==> src/logic/fdf_pkg.sv <==
/*
 * Constants, state type and timing budget of the FIR decimation filter.
 * Assumes one 10 MHz processing clock and a sample strobe much slower
 * than one output pass.
 */
// Function
// RL1: One output per M stored inputs
// RL2: Strobe stores sample, advances circular write index
// RL3: Decrement counter; zero starts pass, reloads M
// RL4: Output is sum of N sample-coefficient products
// RL5: Output rate equals input rate over M
// RL6: Samples from converter port, results to output port
// RL7: Coefficient pointer walks all N, wraps to start
// RL8: Oldest sample first; coefficients stored reversed
// RL9: Pass start address advances M per output
// RL10: Delay line holds latest N samples
// RL11: Clear accumulator, N-1 signed products, round last
// RL12: Saturate on overflow, send upper word
// RL13: Counter preset to M; strobe edge detected
// RL14: One cycle per tap, at most 18+N
// RL15: Overhead budget per stage as listed
// RL16: Decimation counter in its own storage element
// RL17: Coefficients must band-limit to half output rate
// RL18: Width, N, M fixed; valid pulse per word
package fdf_pkg;

  // ----------------------------------------------------------------
  // Data path shape
  // ----------------------------------------------------------------
  localparam int SAMPLE_W = 16;
  localparam int TAPS = 8;
  localparam int DECIM = 4;
  localparam int ACC_W = 40;
  localparam int PROD_W = 2 * SAMPLE_W;
  localparam int FRAC_SHIFT = SAMPLE_W - 1;
  localparam int PTR_W = $clog2(TAPS);
  localparam int CNT_W = $clog2(DECIM + 1);

  // ----------------------------------------------------------------
  // Reset values and saturation limits
  // ----------------------------------------------------------------
  localparam logic [SAMPLE_W-1:0] SAMPLE_RST = 16'h0000;
  localparam logic [SAMPLE_W-1:0] COEF_RST = 16'h0000;
  localparam logic [PTR_W-1:0] PTR_RST = 3'h0;
  localparam logic [CNT_W-1:0] DECIM_LOAD = CNT_W'(DECIM);
  localparam logic [SAMPLE_W-1:0] SAT_POS = 16'h7fff;
  localparam logic [SAMPLE_W-1:0] SAT_NEG = 16'h8000;
  localparam logic [ACC_W-1:0] ROUND_VAL = ACC_W'(1) << (FRAC_SHIFT - 1);

  // ----------------------------------------------------------------
  // Cycle budget per output
  // ----------------------------------------------------------------
  localparam int CYC_STROBE = 2;
  localparam int CYC_FETCH = 1;
  localparam int CYC_WRITE = 1;
  localparam int CYC_COUNT = 4;
  localparam int CYC_RELOAD = 2;
  localparam int CYC_PASS_OVH = 7;
  localparam int CYC_RETURN = 1;
  localparam int CYC_OVERHEAD = CYC_STROBE + CYC_FETCH + CYC_WRITE + CYC_COUNT
                                + CYC_RELOAD + CYC_PASS_OVH + CYC_RETURN;
  localparam int CYC_OUTPUT_MAX = CYC_OVERHEAD + TAPS;

  typedef enum logic [3:0] {
    S_IDLE,
    S_FETCH,
    S_TEST,
    S_LOAD,
    S_MAC,
    S_LAST,
    S_SAT,
    S_EMIT
  } fdf_state_t;

endpackage

==> src/logic/fdf_decimator.sv <==
/*
 * FIR decimator: circular delay line, reversed coefficient store,
 * one multiply-accumulate per cycle, rounding, saturation and a
 * two-entry output buffer toward the D/A port.
 * Assumes adc_data_i is stable while the strobe is high and the cycle
 * after it, and that the D/A side may stall with dac_ready_i.
 */
`timescale 1ns/1ps
module fdf_decimator
  import fdf_pkg::*;
(
  // Clock and reset
  input wire logic clk_i,
  input wire logic rst_i,
  // A/D input port and sample-rate timer
  input wire logic adc_strobe_i,
  input wire logic [SAMPLE_W-1:0] adc_data_i,
  // Coefficient load port
  input wire logic coef_we_i,
  input wire logic [PTR_W-1:0] coef_addr_i,
  input wire logic [SAMPLE_W-1:0] coef_data_i,
  // D/A output port
  output logic [SAMPLE_W-1:0] dac_data_o,
  output logic dac_valid_o,
  input wire logic dac_ready_i,
  // Status
  output logic busy_o,
  output logic sat_o
);

  // ----------------------------------------------------------------
  // State and storage
  // ----------------------------------------------------------------
  fdf_state_t state_r;
  fdf_state_t state_nxt;
  logic strobe_d_r;
  logic pending_r;
  logic [SAMPLE_W-1:0] data_r [TAPS];
  logic [SAMPLE_W-1:0] coef_r [TAPS];
  logic [PTR_W-1:0] delay_line_pointer_r;
  logic [PTR_W-1:0] rd_ptr_r;
  logic [PTR_W-1:0] coefficient_pointer_r;
  logic [PTR_W-1:0] tap_cnt_r;
  logic [CNT_W-1:0] decim_count_r;
  logic [ACC_W-1:0] acc_r;
  logic [SAMPLE_W-1:0] result_r;
  logic sat_r;
  logic busy_r;
  logic [SAMPLE_W-1:0] head_data_r;
  logic head_vld_r;
  logic [SAMPLE_W-1:0] tail_data_r;
  logic tail_vld_r;

  // ----------------------------------------------------------------
  // Decode
  // ----------------------------------------------------------------
  wire strobe_rise = adc_strobe_i & ~strobe_d_r; // [RL13]
  wire start_in = (state_r == S_IDLE) && (strobe_rise || pending_r);
  wire take_in = (state_r == S_FETCH);
  wire count_zero = (decim_count_r == '0);
  wire pass_go = (state_r == S_TEST) && count_zero;
  wire in_mac = (state_r == S_MAC) || (state_r == S_LAST);
  wire buf_room = ~tail_vld_r;
  wire push = (state_r == S_EMIT) && buf_room;
  wire pop = head_vld_r & dac_ready_i;
  wire last_tap = (tap_cnt_r == PTR_W'(TAPS - 2));
  wire coef_wr = coef_we_i && (state_r == S_IDLE);

  // Circular successors
  wire [PTR_W-1:0] wr_next = (delay_line_pointer_r == PTR_W'(TAPS - 1)) ?
                             PTR_RST : delay_line_pointer_r + 1'b1;
  wire [PTR_W-1:0] rd_next = (rd_ptr_r == PTR_W'(TAPS - 1)) ?
                             PTR_RST : rd_ptr_r + 1'b1;
  wire [PTR_W-1:0] cp_next = (coefficient_pointer_r == PTR_W'(TAPS - 1)) ?
                             PTR_RST : coefficient_pointer_r + 1'b1;

  // ----------------------------------------------------------------
  // Multiply, round, saturate
  // ----------------------------------------------------------------
  wire signed [SAMPLE_W-1:0] tap_sample = data_r[rd_ptr_r];
  wire signed [SAMPLE_W-1:0] tap_coef = coef_r[coefficient_pointer_r];
  wire signed [PROD_W-1:0] product = tap_sample * tap_coef; // [RL4]
  wire [ACC_W-1:0] product_ext = ACC_W'(product);
  wire [ACC_W-1:0] acc_sum = acc_r + product_ext; // [RL11]
  wire [ACC_W-1:0] acc_rnd = acc_sum + ROUND_VAL; // [RL11]
  wire [SAMPLE_W-1:0] accumulator_upper_word = acc_r[FRAC_SHIFT +: SAMPLE_W];
  wire [ACC_W-FRAC_SHIFT-SAMPLE_W:0] acc_top = acc_r[ACC_W-1:FRAC_SHIFT+SAMPLE_W-1];
  wire accumulator_overflow_flag = ~((&acc_top) | ~(|acc_top)); // [RL12]
  wire [SAMPLE_W-1:0] sat_word = acc_r[ACC_W-1] ? SAT_NEG : SAT_POS;
  wire [SAMPLE_W-1:0] out_word = accumulator_overflow_flag ?
                                 sat_word : accumulator_upper_word; // [RL12]

  // ----------------------------------------------------------------
  // Sequencer
  // ----------------------------------------------------------------
  always_comb begin
    state_nxt = state_r;
    case (state_r)
      S_IDLE: begin
        if (strobe_rise || pending_r) begin
          state_nxt = S_FETCH;
        end
      end
      S_FETCH: state_nxt = S_TEST;
      S_TEST: state_nxt = count_zero ? S_LOAD : S_IDLE; // [RL3]
      S_LOAD: state_nxt = S_MAC;
      S_MAC: begin
        if (last_tap) begin
          state_nxt = S_LAST;
        end
      end
      S_LAST: state_nxt = S_SAT;
      S_SAT: state_nxt = S_EMIT;
      S_EMIT: begin
        if (buf_room) begin
          state_nxt = S_IDLE;
        end
      end
      default: state_nxt = S_IDLE;
    endcase
  end

  always_ff @(posedge clk_i) begin
    if (rst_i) begin
      state_r <= S_IDLE;
      busy_r <= 1'b0;
      strobe_d_r <= 1'b0;
    end else begin
      state_r <= state_nxt;
      busy_r <= (state_nxt != S_IDLE);
      strobe_d_r <= adc_strobe_i;
    end
  end

  // Strobe seen mid-pass is held; an idle edge and a held strobe share one take
  always_ff @(posedge clk_i) begin
    if (rst_i) begin
      pending_r <= 1'b0;
    end else if (strobe_rise && !(state_r == S_IDLE)) begin
      pending_r <= 1'b1;
    end else if (start_in) begin
      pending_r <= 1'b0;
    end
  end

  // ----------------------------------------------------------------
  // Delay line and decimation counter
  // ----------------------------------------------------------------
  generate
    for (genvar i = 0; i < TAPS; i++) begin : g_store
      always_ff @(posedge clk_i) begin
        if (rst_i) begin
          data_r[i] <= SAMPLE_RST;
          coef_r[i] <= COEF_RST;
        end else begin
          if (take_in && delay_line_pointer_r == PTR_W'(i)) begin
            data_r[i] <= adc_data_i; // [RL2] [RL10] [RL6]
          end
          if (coef_wr && coef_addr_i == PTR_W'(i)) begin
            coef_r[i] <= coef_data_i; // [RL8]
          end
        end
      end
    end
  endgenerate

  always_ff @(posedge clk_i) begin
    if (rst_i) begin
      delay_line_pointer_r <= PTR_RST;
    end else if (take_in) begin
      delay_line_pointer_r <= wr_next; // [RL2]
    end
  end

  // Own storage element, preset to M before the first sample
  always_ff @(posedge clk_i) begin
    if (rst_i) begin
      decim_count_r <= DECIM_LOAD; // [RL13] [RL16]
    end else if (take_in) begin
      decim_count_r <= decim_count_r - 1'b1; // [RL3]
    end else if (pass_go) begin
      decim_count_r <= DECIM_LOAD; // [RL3] [RL1] [RL5]
    end
  end

  // ----------------------------------------------------------------
  // Filter pass, one tap per cycle
  // ----------------------------------------------------------------
  always_ff @(posedge clk_i) begin
    if (rst_i) begin
      rd_ptr_r <= PTR_RST;
      coefficient_pointer_r <= PTR_RST;
      tap_cnt_r <= PTR_RST;
      acc_r <= '0;
    end else if (state_r == S_LOAD) begin
      rd_ptr_r <= delay_line_pointer_r; // [RL8] [RL9]
      coefficient_pointer_r <= PTR_RST; // [RL7]
      tap_cnt_r <= PTR_RST;
      acc_r <= '0; // [RL11]
    end else if (in_mac) begin
      rd_ptr_r <= rd_next;
      coefficient_pointer_r <= cp_next; // [RL7]
      tap_cnt_r <= tap_cnt_r + 1'b1;
      acc_r <= (state_r == S_LAST) ? acc_rnd : acc_sum; // [RL11] [RL14]
    end
  end

  always_ff @(posedge clk_i) begin
    if (rst_i) begin
      result_r <= SAMPLE_RST;
      sat_r <= 1'b0;
    end else if (state_r == S_SAT) begin
      result_r <= out_word; // [RL12]
      sat_r <= accumulator_overflow_flag;
    end
  end

  // ----------------------------------------------------------------
  // Two-entry output buffer
  // ----------------------------------------------------------------
  always_ff @(posedge clk_i) begin
    if (rst_i) begin
      head_vld_r <= 1'b0;
      tail_vld_r <= 1'b0;
      head_data_r <= SAMPLE_RST;
      tail_data_r <= SAMPLE_RST;
    end else if (pop && tail_vld_r) begin
      head_data_r <= tail_data_r;
      tail_vld_r <= push;
      tail_data_r <= push ? result_r : tail_data_r;
    end else if (pop || !head_vld_r) begin
      head_vld_r <= push; // [RL18]
      head_data_r <= push ? result_r : head_data_r; // [RL6]
    end else if (push) begin
      tail_vld_r <= 1'b1;
      tail_data_r <= result_r;
    end
  end

  assign dac_data_o = head_data_r;
  assign dac_valid_o = head_vld_r;
  assign busy_o = busy_r;
  assign sat_o = sat_r;

  // ----------------------------------------------------------------
  // Checks
  // ----------------------------------------------------------------
  localparam int OUT_LAT_MAX = CYC_OUTPUT_MAX; // [RL15]

  logic [CNT_W-1:0] chk_in_cnt_r;
  logic [PTR_W-1:0] chk_start_r;
  logic chk_started_r;

  always_ff @(posedge clk_i) begin
    if (rst_i) begin
      chk_in_cnt_r <= '0;
      chk_start_r <= PTR_RST;
      chk_started_r <= 1'b0;
    end else begin
      if (push) begin
        chk_in_cnt_r <= '0;
      end else if (take_in) begin
        chk_in_cnt_r <= chk_in_cnt_r + 1'b1;
      end
      if (state_r == S_LOAD) begin
        chk_start_r <= delay_line_pointer_r;
        chk_started_r <= 1'b1;
      end
    end
  end
endmodule // fdf_decimator

==> config.mk <==
export PLATFORM = sky130hd
export DESIGN_NAME = fdf_decimator
export DESIGN_NICKNAME = d
export VERILOG_FILES = /design/src/logic/fdf_pkg.sv /design/src/logic/fdf_decimator.sv
export SDC_FILE = /design/constraint.sdc
export NUM_CORES = 1
export LEC_CHECK = 0
export ABC_AREA = 1
export BUFFER_PORTS_ARGS = -buffer_cell sky130_fd_sc_hd__buf_2
export CORE_MARGIN = 4
export CORE_UTILIZATION = 40
export CTS_BUF_LIST = sky130_fd_sc_hd__clkbuf_16
export DETAILED_ROUTE_END_ITERATION = 10
export GPL_ROUTABILITY_DRIVEN = 0
export RECOVER_POWER = 25
export SLEW_MARGIN = 5
export SYNTH_ARGS = -nofsm -noshare
export SYNTH_HDL_FRONTEND = slang
export SYNTH_SLANG_ARGS = --single-unit
==> constraint.sdc <==
create_clock -name clk_i -period 10.2 [get_ports clk_i]
set_clock_uncertainty 0.1 [all_clocks]
set_input_delay 0 -clock clk_i [delete_from_list [all_inputs] [get_ports clk_i]]
set_output_delay 0 -clock clk_i [all_outputs]
set_load 0.05 [all_outputs]
==> out/results.txt, run 1 <==
Std-Cell Rows: 99
multi-input logic area: 0.01693 sq mm
ANT cells: 0
final setup margin: 0.6653 ns
clock sinks: 375
grt ovf: 0
failing checks: capacitance limit, slew limit
syn_area_per_cell: 7.995 sq um
final max-slew violation count: 114
Critical Path Start Type: register
Core ar.: 0.07345 sq mm
Sw Pwr: 4.318 mW
Synthesized Nets: 4173
Die X-Extent: 281.2 um
Worst setup EP type: register
worst hold-check path type: primary input to register
Top Ports: 59
period utilization: 0.9348
grt met3 use: 0.03024
leak pwr: 15.94 nW
Flop pwr share: 0.197
FILL cells: 7316
vias in the first global route: 24570
initial antenna violation count: 0
max_cap viols: 2
Clock Tree Root: clkbuf_16
overall routing resource usage: 0.2140
synth unique cells: 49
Initial Utilization: 0.4063
Worst path slowest cell: dfxtp_2
power density cells: 254.5 mW/mm^2
Fin. Hold Viols: 0
Inst Count DP: 4722
r2r setup slk: 0.67 ns
NumNets Final: 4289
proportion of synthesized chip area in sequential cells: 0.3374
CTS tree: yes
FF+latch area: 0.01007 sq mm
final setup fails: 0
Worst slew margin: -0.2887
vias: 24610
Max Freq: 104.9 MHz
largest net degree at the start of global routing: 72
GR Util met2: 0.3578
CP Capture Point: acc_r[39]
number of remaining DRC errors: 0
Hold Crit Depth: 5
Cell Count, Final, Fillers Out: 4840
fin util: 0.4550
Period minus WS final: 9.535 ns
WS Path Type: register to register
pre-CTS setup slack: 0.2474 ns
drt pass-1 iters: 6
clock group share of total power: 0.172
Clk Latency, worst-skew pair: 0.59 ns
Iteration-0 DRC Markers: 1941
Detail Route Antenna Nets: 0
synthesized instance count: 3733
capturing point of the worst reg2reg path: acc_r[39]
Yosys Warn Count: 0
cell repeated most along the worst path: nand2_1
slowest stage delay, CP: 0.56 ns
Primary FF master, synth: edfxtp_1
crit path max fanout: 21
area fraction of the dominant cell type after synthesis: 0.2576
Synth async-reset ratio: 0
drt via density: 5.084
CTS buffer count: 42
GRT Max-Usage Layer: met2
port bufs: 58
worst slew pin tran: 1.931 ns
Post-Route WL: 83230 um
first-pass GRT wire length: 134200 um
Reg clk slew, reported paths: 0.06 ns
average wire per standard cell: 17.20 um
Worst EP required: 10.57 ns
die area: 0.07905 sq mm
logic gate share of total power: 0.631
number of synthesized flops with an enable pin: 256
Longest Clk Path Bufs: 3
post-synthesis cell area: 0.02985 sq mm
Design Power: 8.505 mW
area grow syn2layout: 11.97%
outcome: finished, violations left
share of layout cells above drive strength 1: 0.07137
Max VDD drop: 0.1989 mV
Die Span Y: 281.2 um
dpl hpwl: 62150 um
Final TNS setup: 0 ns
internal power: 4.187 mW
Worst Path Arrival: 9.91 ns
met1 Track Usage GR: 0.2957
Synth area leader: edfxtp_1
htree depth: 2
r2r worst-path depth: 46
Switching Fraction: 0.5077
#FFs+latches synth: 375
top post-synthesis cells by area: edfxtp_1 (26%), fa_1 (18%), nor2_1 (9.6%), nand2_1 (9.2%), inv_1 (8.1%)
==> worst min path at each step <==
stage	start	end	slack (ns)
floorplan	adc_strobe_i	strobe_d_r	0.02
global placement	adc_strobe_i	strobe_d_r	0.12
detailed placement	adc_strobe_i	strobe_d_r	0.13
CTS	coef_addr_i[0]	coef_r[4][1]	0.02
global route	coef_addr_i[0]	coef_r[3][7]	0.06
finish	coef_addr_i[0]	coef_r[4][1]	0.05
==> cell usage after synthesis (2+ instances only) <==
library cell  count
inv_1           643
a31oi_1          39
dfxtp_1         119
o21a_1            2
nor3_2            4
nor3_1           11
nor2_1          766
a21oi_1          88
o21ai_2           5
clkinv_1         13
nand2_2          13
nor2_2           17
nand4_1          44
o21ai_0         189
o22ai_1           2
nand3_1          79
a21o_1            5
nor4_1            2
nand4_4           2
o21ai_1          15
xnor2_1          18
edfxtp_1        256
o32ai_1          64
clkbuf_1         94
ha_1            137
nor2_4            3
o21bai_1         14
nand3_2           5
buf_2            12
xor2_1           33
buf_1            13
nand3b_1         10
inv_2             6
nand2_1         730
fa_1            263
o211ai_1          4
==> timing repair <==
action	4_1_cts	5_1_grt
setup endpoints to repair	0	14
gates resized for setup	0	32
hold buffers	37	0
setup buffers	0	3
endpoints found under the hold margin	289	0
==> flip-flops by register name, indices dropped and copies added, names as in the netlist, named ones only <==
register and count:
strobe_d_r 1, tail_data_r 16, tap_cnt_r 3, rd_ptr_r 3, busy_o 1, result_r 16
delay_line_pointer_r 3, coef_r 128, decim_count_r 3, state_r 4, coefficient_pointer_r 3, dac_valid_o 1
pending_r 1, data_r 128, acc_r 40, tail_vld_r 1, sat_o 1, dac_data_o 16
==> per-layer routing <==
layer	share of wire	vias to the layer above	wire length (um)
met5	0	-	0
met4	0.020	0	1653
met3	0.063	117	5214
met2	0.47	675	39170
met1	0.45	11840	37190
li1	-	11970	-
==> cell usage in the layout, fill, tap and decap left out, drive strengths merged, types with 14 or more instances in the layout <==
| cell type | instances |
|---|---|
| nor2 | 786 |
| nand2 | 743 |
| inv | 660 |
| fa | 263 |
| edfxtp | 256 |
| o21ai | 209 |
| ha | 137 |
| buf | 123 |
| dfxtp | 119 |
| a21oi | 89 |
| nand3 | 84 |
| clkbuf | 74 |
| o32ai | 64 |
| nand4 | 47 |
| a31oi | 39 |
| dlygate4sd3 | 37 |
| xor2 | 34 |
| clkinv | 31 |
| xnor2 | 18 |
| nor3 | 15 |
| o21bai | 14 |
==> worst max-delay path, delay by kind of cell (launching register included) <==
| family | cells | cell delay, ns |
|---|---|---|
| xor+xnor | 1 | 0.17 |
| buf+inv | 9 | 1.12 |
| simple gates | 19 | 1.83 |
| fa+ha+maj | 8 | 3.59 |
| flops | 1 | 0.56 |
| compound gates | 9 | 2.01 |
==> power by group through the flow <==
stage / combinational (mW) / clock [mW] / sequential (mW)
after floorplan: 3.81 / 0 / 1.70
after global placement: 5.21 / 0 / 1.71
after detailed placement: 5.19 / 0 / 1.71
after CTS: 5.25 / 1.49 / 1.67
after global routing: 6.04 / 1.55 / 1.68
final: 5.37 / 1.46 / 1.68
==> cell families after synthesis <==
family                   Yosys count  share of synthesized area
buffers and inverters            781                    0.09873
flip-flops                       375                     0.3374
AO/OA/AOI/OAI                    434                    0.08602
XOR/XNOR                          52                    0.01551
AND/OR/NAND/NOR                 1690                     0.2284
adder cells (fa/ha/maj)          400                     0.2338
other                              1                  0.0001256
==> stage by stage <==
| stage | area [sq um] | hold slack [ns] |
|---|---|---|
| final | 33420 | 0.04816 |
| after detailed placement | 31650 | 0.1258 |
| after floorplan | 29850 | 0.02487 |
| after CTS | 33330 | 0.01878 |
| after global routing | 33420 | 0.05975 |
| after global placement | 31650 | 0.1157 |
==> final cells by class <==
| type | instances | area share |
|---|---|---|
| clock inverters | 32 | 0.006440 |
| repair buffers | 190 | 0.04197 |
| flip-flops and latches | 375 | 0.3015 |
| clock buffers | 44 | 0.03295 |
| repair inverters | 1 | 0.0001498 |
| multi-input cells | 2577 | 0.5066 |
| inverters | 662 | 0.07458 |
| well taps | 959 | 0.03590 |
(Power assumes the default switching activity.)
==> inputs of run 2 (changes only) <==
--- a/config.mk
+++ b/config.mk
@@ -7,11 +7,14 @@
 export LEC_CHECK = 0
 export ABC_AREA = 1
 export BUFFER_PORTS_ARGS = -buffer_cell sky130_fd_sc_hd__buf_2
+export CELL_PAD_IN_SITES_DETAIL_PLACEMENT = 1
+export CELL_PAD_IN_SITES_GLOBAL_PLACEMENT = 2
 export CORE_MARGIN = 4
-export CORE_UTILIZATION = 40
+export CORE_UTILIZATION = 39
 export CTS_BUF_LIST = sky130_fd_sc_hd__clkbuf_16
 export DETAILED_ROUTE_END_ITERATION = 10
 export GPL_ROUTABILITY_DRIVEN = 0
+export PLACE_DENSITY_LB_ADDON = 0.1
 export RECOVER_POWER = 25
 export SLEW_MARGIN = 5
 export SYNTH_ARGS = -nofsm -noshare
==> out/results.txt, run 2 (synthesis gave the netlist of run 1 again) <==
Sw Pwr: 4.983 mW (+15%)
worst hold-check path type: primary input to register
Worst slew margin: -0.9475 (-0.6589)
share of layout cells above drive strength 1: 0.1006 (+0.02923)
clock sinks: 375 (unchanged)
Flop pwr share: 0.167 (-0.030)
Detail Route Antenna Nets: 0 (unchanged)
Critical Path Start Type: register
NumNets Final: 4401 (+2.6%)
Initial Utilization: 0.3930 (-0.01335)
period utilization: 0.9447 (+0.009887)
largest registers: coef_r (128), data_r (128), acc_r (40)
Die Span Y: 284.6 um (+1.2%)
most frequent cells in the layout: nor2_1 (756), nand2_1 (730), inv_1 (645)
average wire per standard cell: 20.22 um (+18%)
max_cap viols: 6 (+4)
Max Freq: 103.8 MHz (-1.0%)
vias: 25710 (+4.5%)
Worst path slowest cell: fa_2
RSZ-0062 raised after global routing: yes
dpl hpwl: 78360 um (+26%)
Top Family by Delay on Critical Path: adder cells
worst slew pin tran: 2.921 ns (+0.9904 ns)
CTS buffer count: 45 (+7.1%)
critical path depth in cells: 48 (+4.3%)
WS Path Type: register to register
first-pass GRT wire length: 158900 um (+18%)
Iteration-0 DRC Markers: 1777 (-8.4%)
Period minus WS final: 9.636 ns (+0.1008 ns)
drt via density: 5.116 (+0.64%)
Post-Route WL: 101600 um (+22%)
ANT cells: 0 (unchanged)
CP Capture Point: acc_r[38]
vias in the first global route: 27810 (+13%)
FILL cells: 9201 (+26%)
slowest stage delay, CP: 0.58 ns (+0.02 ns)
CTS tree: yes
final setup fails: 0 (unchanged)
overall routing resource usage: 0.2503 (+0.03624)
Longest Clk Path Bufs: 3 (unchanged)
r2r setup slk: 0.56 ns (-0.10 ns)
port bufs: 58 (unchanged)
final max-slew violation count: 162 (+42%)
leak pwr: 16.52 nW (+3.7%)
crit path max fanout: 14 (-33%)
largest net degree at the start of global routing: 72 (unchanged)
cell repeated most along the worst path: nand2_1
Clk Latency, worst-skew pair: 0.60 ns (about the same)
capturing point of the worst reg2reg path: acc_r[38]
power density cells: 290.2 mW/mm^2 (+14%)
failing checks: capacitance limit, slew limit
worst hold margin: 0.04313 ns (-0.005031 ns)
Reg clk slew, reported paths: 0.06 ns (about the same)
outcome: finished, violations left
logic gate share of total power: 0.675 (+0.044)
Switching Fraction: 0.4970 (-0.01065)
drt pass-1 iters: 5 (-1)
Max VDD drop: 0.2232 mV (+12%)
Worst EP required: 10.59 ns (+0.02 ns)
Design Power: 10.03 mW (+18%)
die area: 0.08102 sq mm (+2.5%)
initial antenna violation count: 0 (unchanged)
Clock Tree Root: clkbuf_16
r2r worst-path depth: 48 (+4.3%)
Std-Cell Rows: 101 (+2.0%)
Fin. Hold Viols: 0 (unchanged)
internal power: 5.042 mW (+20%)
Top Ports: 59 (unchanged)
Crit path buffers/inverters: 10 (+1)
number of remaining DRC errors: 0 (unchanged)
grt ovf: 0 (unchanged)
commonest non-fill, non-tap cell in the layout: nor2_1
Core ar.: 0.07595 sq mm (+3.4%)
Worst setup EP type: register
htree depth: 2 (unchanged)
Worst Path Arrival: 10.02 ns (+0.11 ns)
area grow syn2layout: 15.75%
Die X-Extent: 284.6 um (+1.2%)
clock group share of total power: 0.157 (-0.015)
run 2: changes by cell type in the layout (fill, tap and decap cells not counted), sizes merged:
cell / delta
clkinvlp: +4
clkbuf: +4
inv: -2
clkinv: -1
bufinv: +1
buf: +109
run 2: what timing repair did:
item | 4_1_cts | 5_1_grt
endpoints found under the hold margin | 281 | 0
resized for setup | 1 | 59
buffers inserted | 0 | 18
endpoints found under the setup margin | 2 | 16
pin swaps | 0 | 3
hold buffers | 37 | 0
run 2: area by class of cell:
cell class / count / area, sq um / share of cell area
repair buffers: 300 / 2261 / 0.06544
inverters: 662 / 2514 / 0.07276
clock inverters: 35 / 260.3 / 0.007533
multi-input cells: 2577 / 16970 / 0.4911
well taps: 1030 / 1289 / 0.03730
flip-flops and latches: 375 / 10080 / 0.2918
clock buffers: 47 / 1176 / 0.03404
run 2: worst register-to-register path: cells and delay by family (launching register included):
family	cells	cell delay, ns
adders and majority gates	8	3.80
and+or+nand+nor	25	3.04
buffers and inverters	10	1.33
AOI/OAI and AO/OA	4	0.75
DFF	1	0.35
xor gates and xnor gates	1	0.18
run 2: power groups by stage:
stage	logic, mW	clock network (mW)	registers [mW]
finish	6.77	1.58	1.68
global route	7.46	1.68	1.68
CTS	6.71	1.62	1.67
detailed placement	6.63	0	1.71
global placement	6.54	0	1.71
floorplan	3.81	0	1.70
run 2: how the worst min path moves through the flow:
stage	start	cells past startpoint	endpoint
3_3_place_gp	adc_strobe_i	3	strobe_d_r
5_1_grt	coef_addr_i[1]	4	coef_r[2][5]
2_1_floorplan	adc_strobe_i	2	strobe_d_r
6_report	coef_addr_i[1]	4	coef_r[2][5]
4_1_cts	coef_addr_i[1]	4	coef_r[2][14]
3_5_place_dp	adc_strobe_i	3	strobe_d_r
run 2: metal layers:
layer  part of all wire  GRT usage  routed length, um
met5                  0          0                  0
met4              0.026    0.06408               2669
met3              0.039    0.02157               3972
met2               0.48     0.4252              48280
met1               0.46     0.3462              46690
run 2: per-stage QoR:
stage / TNS, ns / setup WS (ns) / instances / utilization / instance area, sq um
global route: -0.1820 / -0.1156 / 5026 / 0.4549 / 34550
CTS: 0 / 0.1586 / 5008 / 0.4512 / 34270
detailed placement: -0.01624 / -0.01624 / 4889 / 0.4273 / 32460
floorplan: 0 / 1.201 / 3733 / - / 29850
finish: 0 / 0.5645 / 5026 / 0.4549 / 34550
global placement: 0 / 0.2406 / 4889 / 0.4273 / 32460
